==> src/verilog/sic_pkg.sv <==
`default_nettype none
package sic_pkg;
    // register byte offsets on the register bus
    localparam logic [7:0]  OFS_SPACE_BASE    = 8'h00;  // eight space words, 0x00 to 0x1C
    localparam logic [7:0]  OFS_SPACE_LAST    = 8'h1C;
    localparam logic [7:0]  OFS_COMMON_CTRL   = 8'h20;
    localparam logic [7:0]  OFS_STATUS        = 8'h24;
    // space bus control word layout
    localparam logic [31:0] SPACE_CTL_RESET   = 32'h36DB0600;
    localparam logic [31:0] SPACE_CTL_WMASK   = 32'h7FFFFFFF;  // bit 31 reserved
    localparam int          POS_IDLE_WRITE    = 28;            // idle_after_write, 30..28
    localparam int          POS_IDLE_RW_OTHER = 25;            // idle_read_write_other_space
    localparam int          POS_IDLE_RW_SAME  = 22;            // idle_read_write_same_space
    localparam int          IDLE_FIELD_W      = 3;
    // common control and status layout
    localparam int          POS_FLOAT_CTRL    = 0;             // strobe_float_control
    localparam logic        FLOAT_CTRL_RESET  = 1'b0;
    localparam int          POS_ST_BUSY       = 0;
    localparam int          POS_ST_PREV_VALID = 1;
    localparam int          POS_ST_PREV_WRITE = 2;
    localparam int          POS_ST_PREV_SPACE = 4;
    localparam int          POS_ST_COUNT      = 8;
    // space index: 0,1,2,3,4,5,6,7 stand for spaces 0,2,3,4,5A,5B,6A,6B
    localparam int          NUM_SPACES        = 8;
    localparam int          SPACE_W           = 3;
    localparam int          COUNT_W           = 4;
    // idle sequencer states
    typedef enum logic [1:0]
    {
        SEQ_READY  = 2'b00,
        SEQ_WAIT   = 2'b01,
        SEQ_SETTLE = 2'b10,
        SEQ_GO     = 2'b11
    } sic_seq_t;
    // idle field code to idle cycle count
    function automatic logic [COUNT_W-1:0] idle_decode(input logic [IDLE_FIELD_W-1:0] code);
        logic [COUNT_W-1:0] n;
        n = 4'h0;
        unique case (code)
            3'h0: n = 4'h0;
            3'h1: n = 4'h1;
            3'h2: n = 4'h2;
            3'h3: n = 4'h4;
            3'h4: n = 4'h6;
            3'h5: n = 4'h8;
            3'h6: n = 4'hA;
            3'h7: n = 4'hC;
        endcase
        return n;
    endfunction
endpackage
`default_nettype wire

==> src/verilog/sic_space_regs.sv <==
`timescale 1ns/100ps
`default_nettype none
// eight space words with one write port and two registered read ports
module sic_space_regs
    import sic_pkg::*;
(
    input  wire logic                 clk,
    input  wire logic                 rst_b,
    input  wire logic                 we,
    input  wire logic [SPACE_W-1:0]   waddr,
    input  wire logic [31:0]          wdata,
    input  wire logic [SPACE_W-1:0]   raddr_a,
    output logic      [31:0]          rdata_a,
    input  wire logic [SPACE_W-1:0]   raddr_b,
    output logic      [31:0]          rdata_b
);
    logic [NUM_SPACES-1:0][31:0] words_reg;   // one word per space
    logic                        written_reg; // helper: any write seen since reset

    // storage: power-on reset only, no other clear exists
    always_ff @(posedge clk or negedge rst_b)
    begin
        if (!rst_b)
            words_reg <= {NUM_SPACES{SPACE_CTL_RESET}};
        else if (we)
            words_reg[waddr] <= wdata & SPACE_CTL_WMASK;
    end

    // registered read ports, one for software, one for the sequencer
    always_ff @(posedge clk or negedge rst_b)
    begin
        if (!rst_b)
        begin
            rdata_a <= 32'h00000000;
            rdata_b <= 32'h00000000;
        end
        else
        begin
            rdata_a <= words_reg[raddr_a];
            rdata_b <= words_reg[raddr_b];
        end
    end

    // helper for the reset value check
    always_ff @(posedge clk or negedge rst_b)
    begin
        if (!rst_b)
            written_reg <= 1'b0;
        else if (we)
            written_reg <= 1'b1;
    end
endmodule
`default_nettype wire

==> src/verilog/sic_idle_ctrl.sv <==
`timescale 1ns/100ps
`default_nettype none
// Functional notes
// float strobes and clock when control 0
// keep driving them when control 1
// space word 32 bits, reset 36DB0600
// only power-on reset clears space words
// software sets words before external access
// one word per each of eight spaces
// bits 30-28: idle after a write
// bits 27-25: read then write, other space
// bits 24-22: read then write, same space
// codes map to 0,1,2,4,6,8,10,12 cycles
// bit 31 reads zero, written zero
// classify pair, hold bus idle that long
module sic_idle_ctrl
    import sic_pkg::*;
(
    input  wire logic               CLOCK,
    input  wire logic               RST_B,
    input  wire logic               MANUAL_RESET,
    // apb slave
    input  wire logic               PSEL,
    input  wire logic               PENABLE,
    input  wire logic               PWRITE,
    input  wire logic [7:0]         PADDR,
    input  wire logic [31:0]        PWDATA,
    output logic      [31:0]        PRDATA,
    output logic                    PREADY,
    output logic                    PSLVERR,
    // access requests from the bus state machine
    input  wire logic               ACC_REQ,
    input  wire logic               ACC_WRITE,
    input  wire logic [SPACE_W-1:0] ACC_SPACE,
    output logic                    ACC_GRANT,
    output logic                    BUS_IDLE,
    // standby and bus release
    input  wire logic               STANDBY,
    input  wire logic               BUS_RELEASED,
    // strobe and clock sources, and their pins
    input  wire logic               SECONDARY_CLOCK_SRC,
    input  wire logic               ROW_STROBE_UPPER_SRC,
    input  wire logic               ROW_STROBE_LOWER_SRC,
    input  wire logic               COLUMN_STROBE_UPPER_SRC,
    input  wire logic               COLUMN_STROBE_LOWER_SRC,
    output logic                    SECONDARY_BUS_CLOCK_OUT,
    output logic                    ROW_STROBE_UPPER,
    output logic                    ROW_STROBE_LOWER,
    output logic                    COLUMN_STROBE_UPPER,
    output logic                    COLUMN_STROBE_LOWER,
    output logic                    PIN_OE_B
);
    // bus decode
    logic                   setup_phase;     // psel without penable
    logic                   access_phase;    // psel with penable
    logic                   hit_space;       // address in space word range
    logic                   hit_ctrl;        // common control word
    logic                   hit_status;      // status word
    logic                   unmapped;        // nothing answers here
    logic                   mem_we;          // space word write strobe
    logic                   mem_sel_reg;     // access phase reads a space word
    logic [31:0]            misc_rdata_reg;  // control or status read data
    logic [31:0]            mem_rdata_a;     // space word for software
    logic [31:0]            mem_rdata_b;     // previous space word for sequencer
    logic [31:0]            status_word;     // live status
    // common control
    logic                   float_ctrl_reg;  // strobe_float_control
    // sequencer
    sic_seq_t               seq_reg;
    sic_seq_t               seq_next;
    logic [COUNT_W-1:0]     cnt_reg;         // idle cycles left
    logic [COUNT_W-1:0]     cnt_next;
    logic                   prev_valid_reg;  // a previous access exists
    logic                   prev_write_reg;  // previous access direction
    logic [SPACE_W-1:0]     prev_space_reg;  // previous access space
    logic [COUNT_W-1:0]     need;            // idle cycles for this pair
    logic                   float_now;       // strobes go high impedance
    // helper logic for checks
    logic [COUNT_W-1:0]     need_hold_reg;
    logic [COUNT_W-1:0]     idle_len_reg;

    // pick the idle field that matches the access pair
    function automatic logic [COUNT_W-1:0] pair_idle(
        input logic                valid,
        input logic                pwr,
        input logic [SPACE_W-1:0]  psp,
        input logic                nwr,
        input logic [SPACE_W-1:0]  nsp,
        input logic [31:0]         word);
        logic [COUNT_W-1:0] n;
        n = 4'h0;
        if (!valid)
            n = 4'h0;  // first access after reset has nothing to follow
        else if (pwr)
            n = idle_decode(word[POS_IDLE_WRITE +: IDLE_FIELD_W]);
        else if (nwr && (psp != nsp))
            n = idle_decode(word[POS_IDLE_RW_OTHER +: IDLE_FIELD_W]);
        else if (nwr)
            n = idle_decode(word[POS_IDLE_RW_SAME +: IDLE_FIELD_W]);
        else
            n = 4'h0;  // read-read pairs get no idle cycles
        return n;
    endfunction

    // address decode, combinational
    always_comb
    begin
        setup_phase  = PSEL && !PENABLE;
        access_phase = PSEL && PENABLE;
        hit_space    = (PADDR[1:0] == 2'h0) && (PADDR <= OFS_SPACE_LAST);
        hit_ctrl     = (PADDR == OFS_COMMON_CTRL);
        hit_status   = (PADDR == OFS_STATUS);
        unmapped     = !(hit_space || hit_ctrl || hit_status);
        mem_we       = access_phase && PWRITE && hit_space;
    end

    // zero wait state slave; unmapped access answers with an error
    assign PREADY  = 1'b1;
    assign PSLVERR = access_phase && unmapped;

    sic_space_regs u_regs
    (
        .clk     (CLOCK),
        .rst_b   (RST_B),
        .we      (mem_we),
        .waddr   (PADDR[4:2]),
        .wdata   (PWDATA),
        .raddr_a (PADDR[4:2]),
        .rdata_a (mem_rdata_a),
        .raddr_b (prev_space_reg),
        .rdata_b (mem_rdata_b)
    );

    // live status word
    always_comb
    begin
        status_word                                    = 32'h00000000;
        status_word[POS_ST_BUSY]                       = (seq_reg == SEQ_WAIT);
        status_word[POS_ST_PREV_VALID]                 = prev_valid_reg;
        status_word[POS_ST_PREV_WRITE]                 = prev_write_reg;
        status_word[POS_ST_PREV_SPACE +: SPACE_W]      = prev_space_reg;
        status_word[POS_ST_COUNT +: COUNT_W]           = cnt_reg;
    end

    // read data captured in the setup cycle, shown in the access phase
    always_ff @(posedge CLOCK or negedge RST_B)
    begin
        if (!RST_B)
        begin
            mem_sel_reg    <= 1'b0;
            misc_rdata_reg <= 32'h00000000;
        end
        else if (setup_phase)
        begin
            mem_sel_reg <= hit_space;
            if (hit_ctrl)
                misc_rdata_reg <= {31'h00000000, float_ctrl_reg};
            else if (hit_status)
                misc_rdata_reg <= status_word;
            else
                misc_rdata_reg <= 32'h00000000;  // unmapped reads zero
        end
    end

    // bit 31 is never stored, so it reads zero
    assign PRDATA = mem_sel_reg ? (mem_rdata_a & SPACE_CTL_WMASK) : misc_rdata_reg;

    // common control, power-on reset only like the space words
    always_ff @(posedge CLOCK or negedge RST_B)
    begin
        if (!RST_B)
            float_ctrl_reg <= FLOAT_CTRL_RESET;
        else if (access_phase && PWRITE && hit_ctrl)
            float_ctrl_reg <= PWDATA[POS_FLOAT_CTRL];
    end

    // pin drive: float only in standby or release with control clear
    assign float_now = (STANDBY || BUS_RELEASED) && !float_ctrl_reg;

    // pins leave from flops so the enable and levels move together
    always_ff @(posedge CLOCK or negedge RST_B)
    begin
        if (!RST_B)
        begin
            PIN_OE_B                <= 1'b0;
            SECONDARY_BUS_CLOCK_OUT <= 1'b0;
            ROW_STROBE_UPPER        <= 1'b1;
            ROW_STROBE_LOWER        <= 1'b1;
            COLUMN_STROBE_UPPER     <= 1'b1;
            COLUMN_STROBE_LOWER     <= 1'b1;
        end
        else
        begin
            PIN_OE_B                <= float_now;
            SECONDARY_BUS_CLOCK_OUT <= SECONDARY_CLOCK_SRC;
            ROW_STROBE_UPPER        <= ROW_STROBE_UPPER_SRC;
            ROW_STROBE_LOWER        <= ROW_STROBE_LOWER_SRC;
            COLUMN_STROBE_UPPER     <= COLUMN_STROBE_UPPER_SRC;
            COLUMN_STROBE_LOWER     <= COLUMN_STROBE_LOWER_SRC;
        end
    end

    // idle count for the waiting request, from the previous space's word
    assign need = pair_idle(prev_valid_reg, prev_write_reg, prev_space_reg,
                            ACC_WRITE, ACC_SPACE, mem_rdata_b);

    // grant needs a held request; settle gives the read port one cycle
    assign ACC_GRANT = ACC_REQ && (((seq_reg == SEQ_READY) && (need == 4'h0)) || (seq_reg == SEQ_GO));
    assign BUS_IDLE  = (seq_reg == SEQ_WAIT);

    // sequencer next state
    always_comb
    begin
        seq_next = seq_reg;
        cnt_next = cnt_reg;
        unique case (seq_reg)
            SEQ_READY:
            begin
                if (ACC_REQ && (need == 4'h0))
                    seq_next = SEQ_SETTLE;
                else if (ACC_REQ)
                begin
                    seq_next = SEQ_WAIT;
                    cnt_next = need;
                end
            end
            SEQ_WAIT:
            begin
                cnt_next = cnt_reg - 4'h1;
                if (cnt_reg == 4'h1)
                    seq_next = SEQ_GO;
            end
            SEQ_GO:
            begin
                if (ACC_REQ)
                    seq_next = SEQ_SETTLE;
            end
            SEQ_SETTLE:
            begin
                seq_next = SEQ_READY;
            end
        endcase
    end

    // sequencer state; manual reset restarts it but spares the words
    always_ff @(posedge CLOCK or negedge RST_B)
    begin
        if (!RST_B)
        begin
            seq_reg <= SEQ_READY;
            cnt_reg <= 4'h0;
        end
        else if (MANUAL_RESET)
        begin
            seq_reg <= SEQ_READY;
            cnt_reg <= 4'h0;
        end
        else
        begin
            seq_reg <= seq_next;
            cnt_reg <= cnt_next;
        end
    end

    // previous access, recorded at each grant
    always_ff @(posedge CLOCK or negedge RST_B)
    begin
        if (!RST_B)
        begin
            prev_valid_reg <= 1'b0;
            prev_write_reg <= 1'b0;
            prev_space_reg <= 3'h0;
        end
        else if (MANUAL_RESET)
            prev_valid_reg <= 1'b0;
        else if (ACC_GRANT)
        begin
            prev_valid_reg <= 1'b1;
            prev_write_reg <= ACC_WRITE;
            prev_space_reg <= ACC_SPACE;
        end
    end

    // helper: loaded count and length of the idle run
    always_ff @(posedge CLOCK or negedge RST_B)
    begin
        if (!RST_B)
        begin
            need_hold_reg <= 4'h0;
            idle_len_reg  <= 4'h0;
        end
        else
        begin
            if ((seq_reg == SEQ_READY) && (seq_next == SEQ_WAIT))
                need_hold_reg <= need;
            idle_len_reg <= BUS_IDLE ? idle_len_reg + 4'h1 : 4'h0;
        end
    end
endmodule
`default_nettype wire

==> config.mk <==
export PLATFORM = sky130hd
export DESIGN_NAME = sic_idle_ctrl
export DESIGN_NICKNAME = d
export VERILOG_FILES = /design/src/verilog/sic_pkg.sv /design/src/verilog/sic_space_regs.sv /design/src/verilog/sic_idle_ctrl.sv
export SDC_FILE = /design/constraint.sdc
export NUM_CORES = 1
export LEC_CHECK = 0
export ABC_AREA = 1
export BUFFER_PORTS_ARGS = -buffer_cell sky130_fd_sc_hd__buf_2
export CORE_UTILIZATION = 25
export DETAILED_ROUTE_END_ITERATION = 7
export SLEW_MARGIN = 5
export SYNTH_ARGS = -nofsm -noshare
export SYNTH_HDL_FRONTEND = slang
export SYNTH_SLANG_ARGS = --single-unit
export TNS_END_PERCENT = 5
==> constraint.sdc <==
create_clock -name CLOCK -period 1.5 [get_ports CLOCK]
set_input_delay 0.225 -clock CLOCK [delete_from_list [all_inputs] [get_ports CLOCK]]
set_output_delay 0.225 -clock CLOCK [all_outputs]
set_load 0.01 [all_outputs]
== Word-level counts from Yosys, hierarchy flattened ==
Memories as Yosys holds them, arrays and structs flattened.
Cells that the tools add are included.

* Bits in registers: 369
* Latch bits: 0
* Memory bits (writable): 0
* ROM bits: 96
* Output and inout port bits: 42
* Logic and storage cells: 99
* Memories: 3

* Add/subtract/negate cells: 1
* Multipliers: 0
* Divide/modulo/power cells: 0
* $lt $le $gt $ge: 4
* Eq/ne operators: 12
* Shifts and indexed selects: 0
* Multiplexer cells: 26
* Bitwise gates (word level): 1
* Reduce and logical (&&, ||, !) cells: 28

{| class="wikitable"
|+ Memories
! name !! words !! bits a word !! read ports !! clocked after Yosys merged registers in !! write ports !! RTL line !! RTL
|-
| (name not given) || 8 || 4 || 1 || 0 || 0 || sic_pkg.sv:39 || <nowiki>unique case (code)</nowiki>
|-
| (name not given) || 8 || 4 || 1 || 0 || 0 || sic_pkg.sv:39 ||
|-
| (name not given) || 8 || 4 || 1 || 0 || 0 || sic_pkg.sv:39 ||
|}

{| class="wikitable"
|+ Operator list
! kind !! number
|-
| $bwmux 256 || 1
|-
| $bmux 32 s3 || 2
|-
| $demux 32 s3 || 1
|-
| $mux 32 || 2
|-
| $mux 31 || 2
|-
| $mux 4 || 7
|-
| $mux 12 || 2
|-
| $eq 8x6->1 const B || 2
|-
| $logic_and 1x1->1 || 13
|-
| $mux 2 || 5
|-
| $ne 3x3->1 const B || 3
|-
| $le 8x5->1 const B || 1
|-
| $lt 3x4->1 const B || 2
|-
| $pmux 2 s4 || 1
|-
| $pmux 4 s2 || 1
|-
| $reduce_and 3->1 || 2
|-
| $eq 2x2->1 const B || 2
|-
| $eq 4x1->1 const B || 1
|-
| $logic_not 2->1 || 2
|-
| $logic_not 4->1 || 1
|-
| $logic_or 1x1->1 || 4
|-
| $ne 4x3->1 const B || 1
|-
| $sub 4x1->4 const B || 1
|-
| $ge 3x1->1 const B || 1
|-
| other kinds (9) || 12
|}

== Longest topological paths before layout ==
* Depth after elaboration: 11
* Gate-level depth with buffers: 16

== Cells and area by module ==
Synthesis repeated with hierarchy kept, for this count alone.

* Cells, all modules: 2630
* Area total of the unflattened synthesis: 18231.2 µm²

{| class="wikitable"
|+ By module, submodules not included
! module !! times used !! cells each !! area an instance (µm²)
|-
| sic_space_regs || 1 || 2305 || 16070.4
|-
| sic_idle_ctrl || 1 || 325 || 2160.8
|}

== Worst setup path before layout ==
No wires, ideal clock.

* Path type: reg-to-reg
* Start point: register u_regs.rdata_b[22]
* End point: register prev_space_reg[1]
* Arrival: 1.533 ns
* Slack: -0.151 ns
* Cell stages (with the launch flop): 14
* Period minus slack after synthesis: 1.651 ns
* Path through: dfrtp_1 > inv_1 > ha_1 > nand2_1 > o211ai_1 > o21ai_1 > nor2_2 > nor2_2 > nor2_4 > nand3_2 > nand2_4 > nand2_2 > nand2_1 > nand2_1

* Longest elaborated chain between the ends: 10

{| class="wikitable"
|+ RTL lines
! what !! RTL line !! RTL
|-
| from (decl) || sic_space_regs.sv:15 || <nowiki>output logic [31:0] rdata_b</nowiki>
|-
| from (signal assigned) || sic_space_regs.sv:40 || <nowiki>rdata_b <= words_reg[raddr_b];</nowiki>
|-
| $mem_v2 8x4 || - ||
|-
| $mux 4 || sic_idle_ctrl.sv:98 || <nowiki>else if (nwr)</nowiki>
|-
| $mux 4 || sic_idle_ctrl.sv:96 || <nowiki>else if (nwr && (psp != nsp))</nowiki>
|-
| $mux 4 || sic_idle_ctrl.sv:94 || <nowiki>else if (pwr)</nowiki>
|-
| $mux 4 || sic_idle_ctrl.sv:92 || <nowiki>if (!valid)</nowiki>
|-
| $logic_not 4->1 || sic_idle_ctrl.sv:208 || <nowiki>assign ACC_GRANT = ACC_REQ && (((seq_reg == SEQ_READY) && (need == 4'h0)) || (seq_reg == SEQ_GO));</nowiki>
|-
| $logic_and 1x1->1 || sic_idle_ctrl.sv:208 ||
|-
| $logic_or 1x1->1 || sic_idle_ctrl.sv:208 ||
|-
| $logic_and 1x1->1 || sic_idle_ctrl.sv:208 ||
|-
| named net ACC_GRANT || sic_idle_ctrl.sv:35 || <nowiki>output logic ACC_GRANT,</nowiki>
|-
| $reduce_and 2->1 (no source line) || - ||
|-
| to (signal assigned) || sic_idle_ctrl.sv:272 || <nowiki>prev_space_reg <= 3'h0;</nowiki>
|-
| to (signal assigned) || sic_idle_ctrl.sv:280 || <nowiki>prev_space_reg <= ACC_SPACE;</nowiki>
|-
| to (decl) || sic_idle_ctrl.sv:75 || <nowiki>logic [SPACE_W-1:0] prev_space_reg;</nowiki>
|}

The timed path passes the listed nets, and every way through them passes these cells.
A chain may end at the register's enable or synchronous reset.

== Worst setup path in the final report ==
* Start point: register u_regs.rdata_b[25]
* End point: output port ACC_GRANT

* Longest elaborated chain between the ends: 8

{| class="wikitable"
|+ RTL lines
! what !! RTL line
|-
| $mem_v2 8x4 || -
|-
| $mux 4 || sic_idle_ctrl.sv:96
|-
| $mux 4 || sic_idle_ctrl.sv:94
|-
| $mux 4 || sic_idle_ctrl.sv:92
|-
| $logic_not 4->1 || sic_idle_ctrl.sv:208
|-
| $logic_and 1x1->1 || sic_idle_ctrl.sv:208
|-
| $logic_or 1x1->1 || sic_idle_ctrl.sv:208
|-
| $logic_and 1x1->1 || sic_idle_ctrl.sv:208
|-
| to (decl) || sic_idle_ctrl.sv:35
|}

No other way between the ends.

==> results.ini <==
[status]
status=complete, but fails checks
violations=negative setup slack

[floorplan]
io_pins=100
dieArea_sq_mm=0.0596
rows=88
die-height_microns=244
start_util_pct=25.3
core_sq_mm=0.0578
die-width_microns=244

[route]
drc_errors=0
drt_wl_total_microns=43100
firstDrtPassIters=5
avgRoutedWirePerCell_microns=16.2
ant_nets=0
via_per_inst=4.77
vias=12700
drt-initial-drc-count=1075

[hold_path]
hold_class=input port to register
hold_path.startpoint=PWDATA[21]

[global_route]
antenna_found_initial=3
overflow=0
grt_usage_pct=14.5
grt_pass1_vias=12500
grt_pass1_wl_microns=69200
grt_max_degree=74

[worst_setup_path]
crit_path_frequent_cell=nor2_4
path_cells=inv_2, ha_4, nand2_2, o21ai_1, nor2_1, nor2_2, nor2_4, nor2_4, nand3_2, nand2_4, buf_6
worstSetupStartpoint=u_regs.rdata_b[25]
cp.arrival_ns=2.06
startpoint_type=register
end_kind=output pin
path_class=register to output pin
critPathMaxStageDelay_ns=0.40
cpMaxStageDelayCell=dfrtp_1
crit_path_max_fanout=3
required_ns=1.27
r2r-start=u_regs.rdata_b[22]

[logic_synthesis]
netlist_area_sq_mm=0.0147
synth.distinct_cells=41
ys_ff_latch=317
ys_seq_area_share_pct=55.0
syn_area_per_cell_sq_um=8.61
syn_inst=1701
syn_nets=1773
yosysWarningCount=0

[clock_network]
clock-sinks=317
cts_root_buf=clkbuf_16
clock_path_buffers=3
htree_levels=2
cts_tree=yes
clkLatencyLatePin_ns=0.57
cts_made_buffers=37
clkTransAtPathRegs_ns=0.06

[finish]
layout_common_cells=o21ai_0, nand2_1, dfrtp_1, nor2_1, inv_1
final_common_cell=o21ai_0
nets=1935
drive_gt1_share_pct=25.3
fin_util_pct=32.4
instances_no_fill=2658
largest_reg_flops=248
syn2layout_area_growth_pct=27.9

[sta]
final_hold_viol_count=0
timing.final.ws_setup_ns=-0.782
period_share_pct=152
period_needed_ns=2.28
holdWs_ns=0.0296
clock_skew_ns=0.0241
slew_viol_final=0
fmax_mhz=438
rsz0062_at_grt=yes
finalSetupViolCount=45

[placed_design]
dpl.cell_count=2563
gp_congestion=0.865
numPortBuffers=96
hpwl_microns=28600

[power]
switching_power_mw=7.02
internal_power_mw=16.9
p_clk_share_pct=41.1
combPwrFrac_pct=19.8
ir_drop_mv=1.18
p_per_area_mw_per_mm2=1280
p_sw_share_pct=29.3
power.leakage_nw=8.22
p_seq_share_pct=39.1

[job]
cap_violations=0

-- path summary, 6_finish.rpt --
kind                                              end  slack (ns)  cells after the start
max in group asynchronous        u_regs.words_reg[86]        0.63                      4
worst max register to register             seq_reg[1]       -0.52                     15
min in group asynchronous                  cnt_reg[0]        0.12                      2
worst min register to register               PIN_OE_B        0.47                      1
worst max-delay path                        ACC_GRANT       -0.78                     11
worst min-delay path            u_regs.words_reg[149]        0.03                      3
-- power by group through the flow --
| stage | registers, mW | logic [mW] | clock network, mW |
|---|---|---|---|
| floorplan | 9.36 | 2.59 | 0 |
| global placement | 9.43 | 4.17 | 0 |
| detailed placement | 9.45 | 4.27 | 0 |
| CTS | 9.34 | 4.57 | 10.1 |
| global route | 9.40 | 5.28 | 10.4 |
| finish | 9.35 | 4.74 | 9.82 |
-- synth_stat cells, drive strengths merged --
cell    instances  area, sq um
inv           125          479
dfrtp         217         5430
xor2            1         8.76
nand3          71          388
o211ai         14          105
mux2            1         11.3
a22oi           2         15.0
nor2          122          473
o221ai          1         8.76
conb            2         7.51
a41oi          11         96.3
ha             14          175
o21ai         384         1920
buf            40          214
dfstp         100         2630
a31oi          47          294
a21oi          34          170
nand2         366         1400
nor3            2         10.0
nor4            3         33.8
clkbuf         83          312
mux2i           5         50.1
xnor2           1         8.76
a311oi         24          210
nand4           7         56.3
o22ai          24          150
-- worst max-delay path, delay by kind of cell, from the launching register on --
family	cells	cell delay, ns
AOI/OAI and AO/OA	1	0.08
adders and majority gates	1	0.27
buffers and inverters	2	0.16
DFF	1	0.40
and+or+nand+nor	7	0.60
-- stage by stage --
step / setup WS [ns] / cell area, sq um / setup TNS, ns / power (mW)
6_report: -0.782 / 18700 / -14.42 / 23.9
5_1_grt: -0.904 / 18700 / -18.05 / 25.1
4_1_cts: -0.834 / 18600 / -15.36 / 24.0
3_5_place_dp: -0.346 / 16900 / -57.20 / 13.7
3_3_place_gp: -0.331 / 16900 / -46.88 / 13.6
2_1_floorplan: -0.143 / 14700 / -1.32 / 12.0
-- cell type report --
class	count	area [sq um]
diodes	1	2.50
clock buffers	50	1050
clock inverters	18	299
fillers	5984	39100
inverters	125	482
multi-input cells	1136	5810
flip-flops and latches	317	8060
well taps	765	957
repair buffers	246	2080
-- kinds of logic after synthesis --
kind of cell / count (synthesis) / synth area share [%]
adder cells (fa/ha/maj): 14 / 1.20
multiplexers: 6 / 0.418
AND/OR/NAND/NOR: 571 / 16.1
flip-flops: 317 / 55.0
XOR/XNOR: 2 / 0.120
buffers and inverters: 248 / 6.86
AO/OA/AOI/OAI: 541 / 20.3
other: 2 / 0.0513
-- metal layers --
| metal | global-route usage [%] | share of wire [%] | vias up | routed length, microns |
|---|---|---|---|---|
| met5 | 0 | 0.037 | - | 16 |
| met4 | 4.67 | 2.0 | 4 | 855 |
| met3 | 2.36 | 6.1 | 69 | 2620 |
| met2 | 22.5 | 45 | 402 | 19300 |
| met1 | 20.5 | 47 | 6150 | 20300 |
| li1 | - | - | 6065 | - |
-- what timing repair did --
item,in CTS,in global routing
setup buffers,8,4
endpoints found under the hold margin,178,0
gates resized for setup,59,30
hold buffers,15,0
endpoints found under the setup margin,51,49
pin swaps,10,12
(Power assumes the default switching activity.)
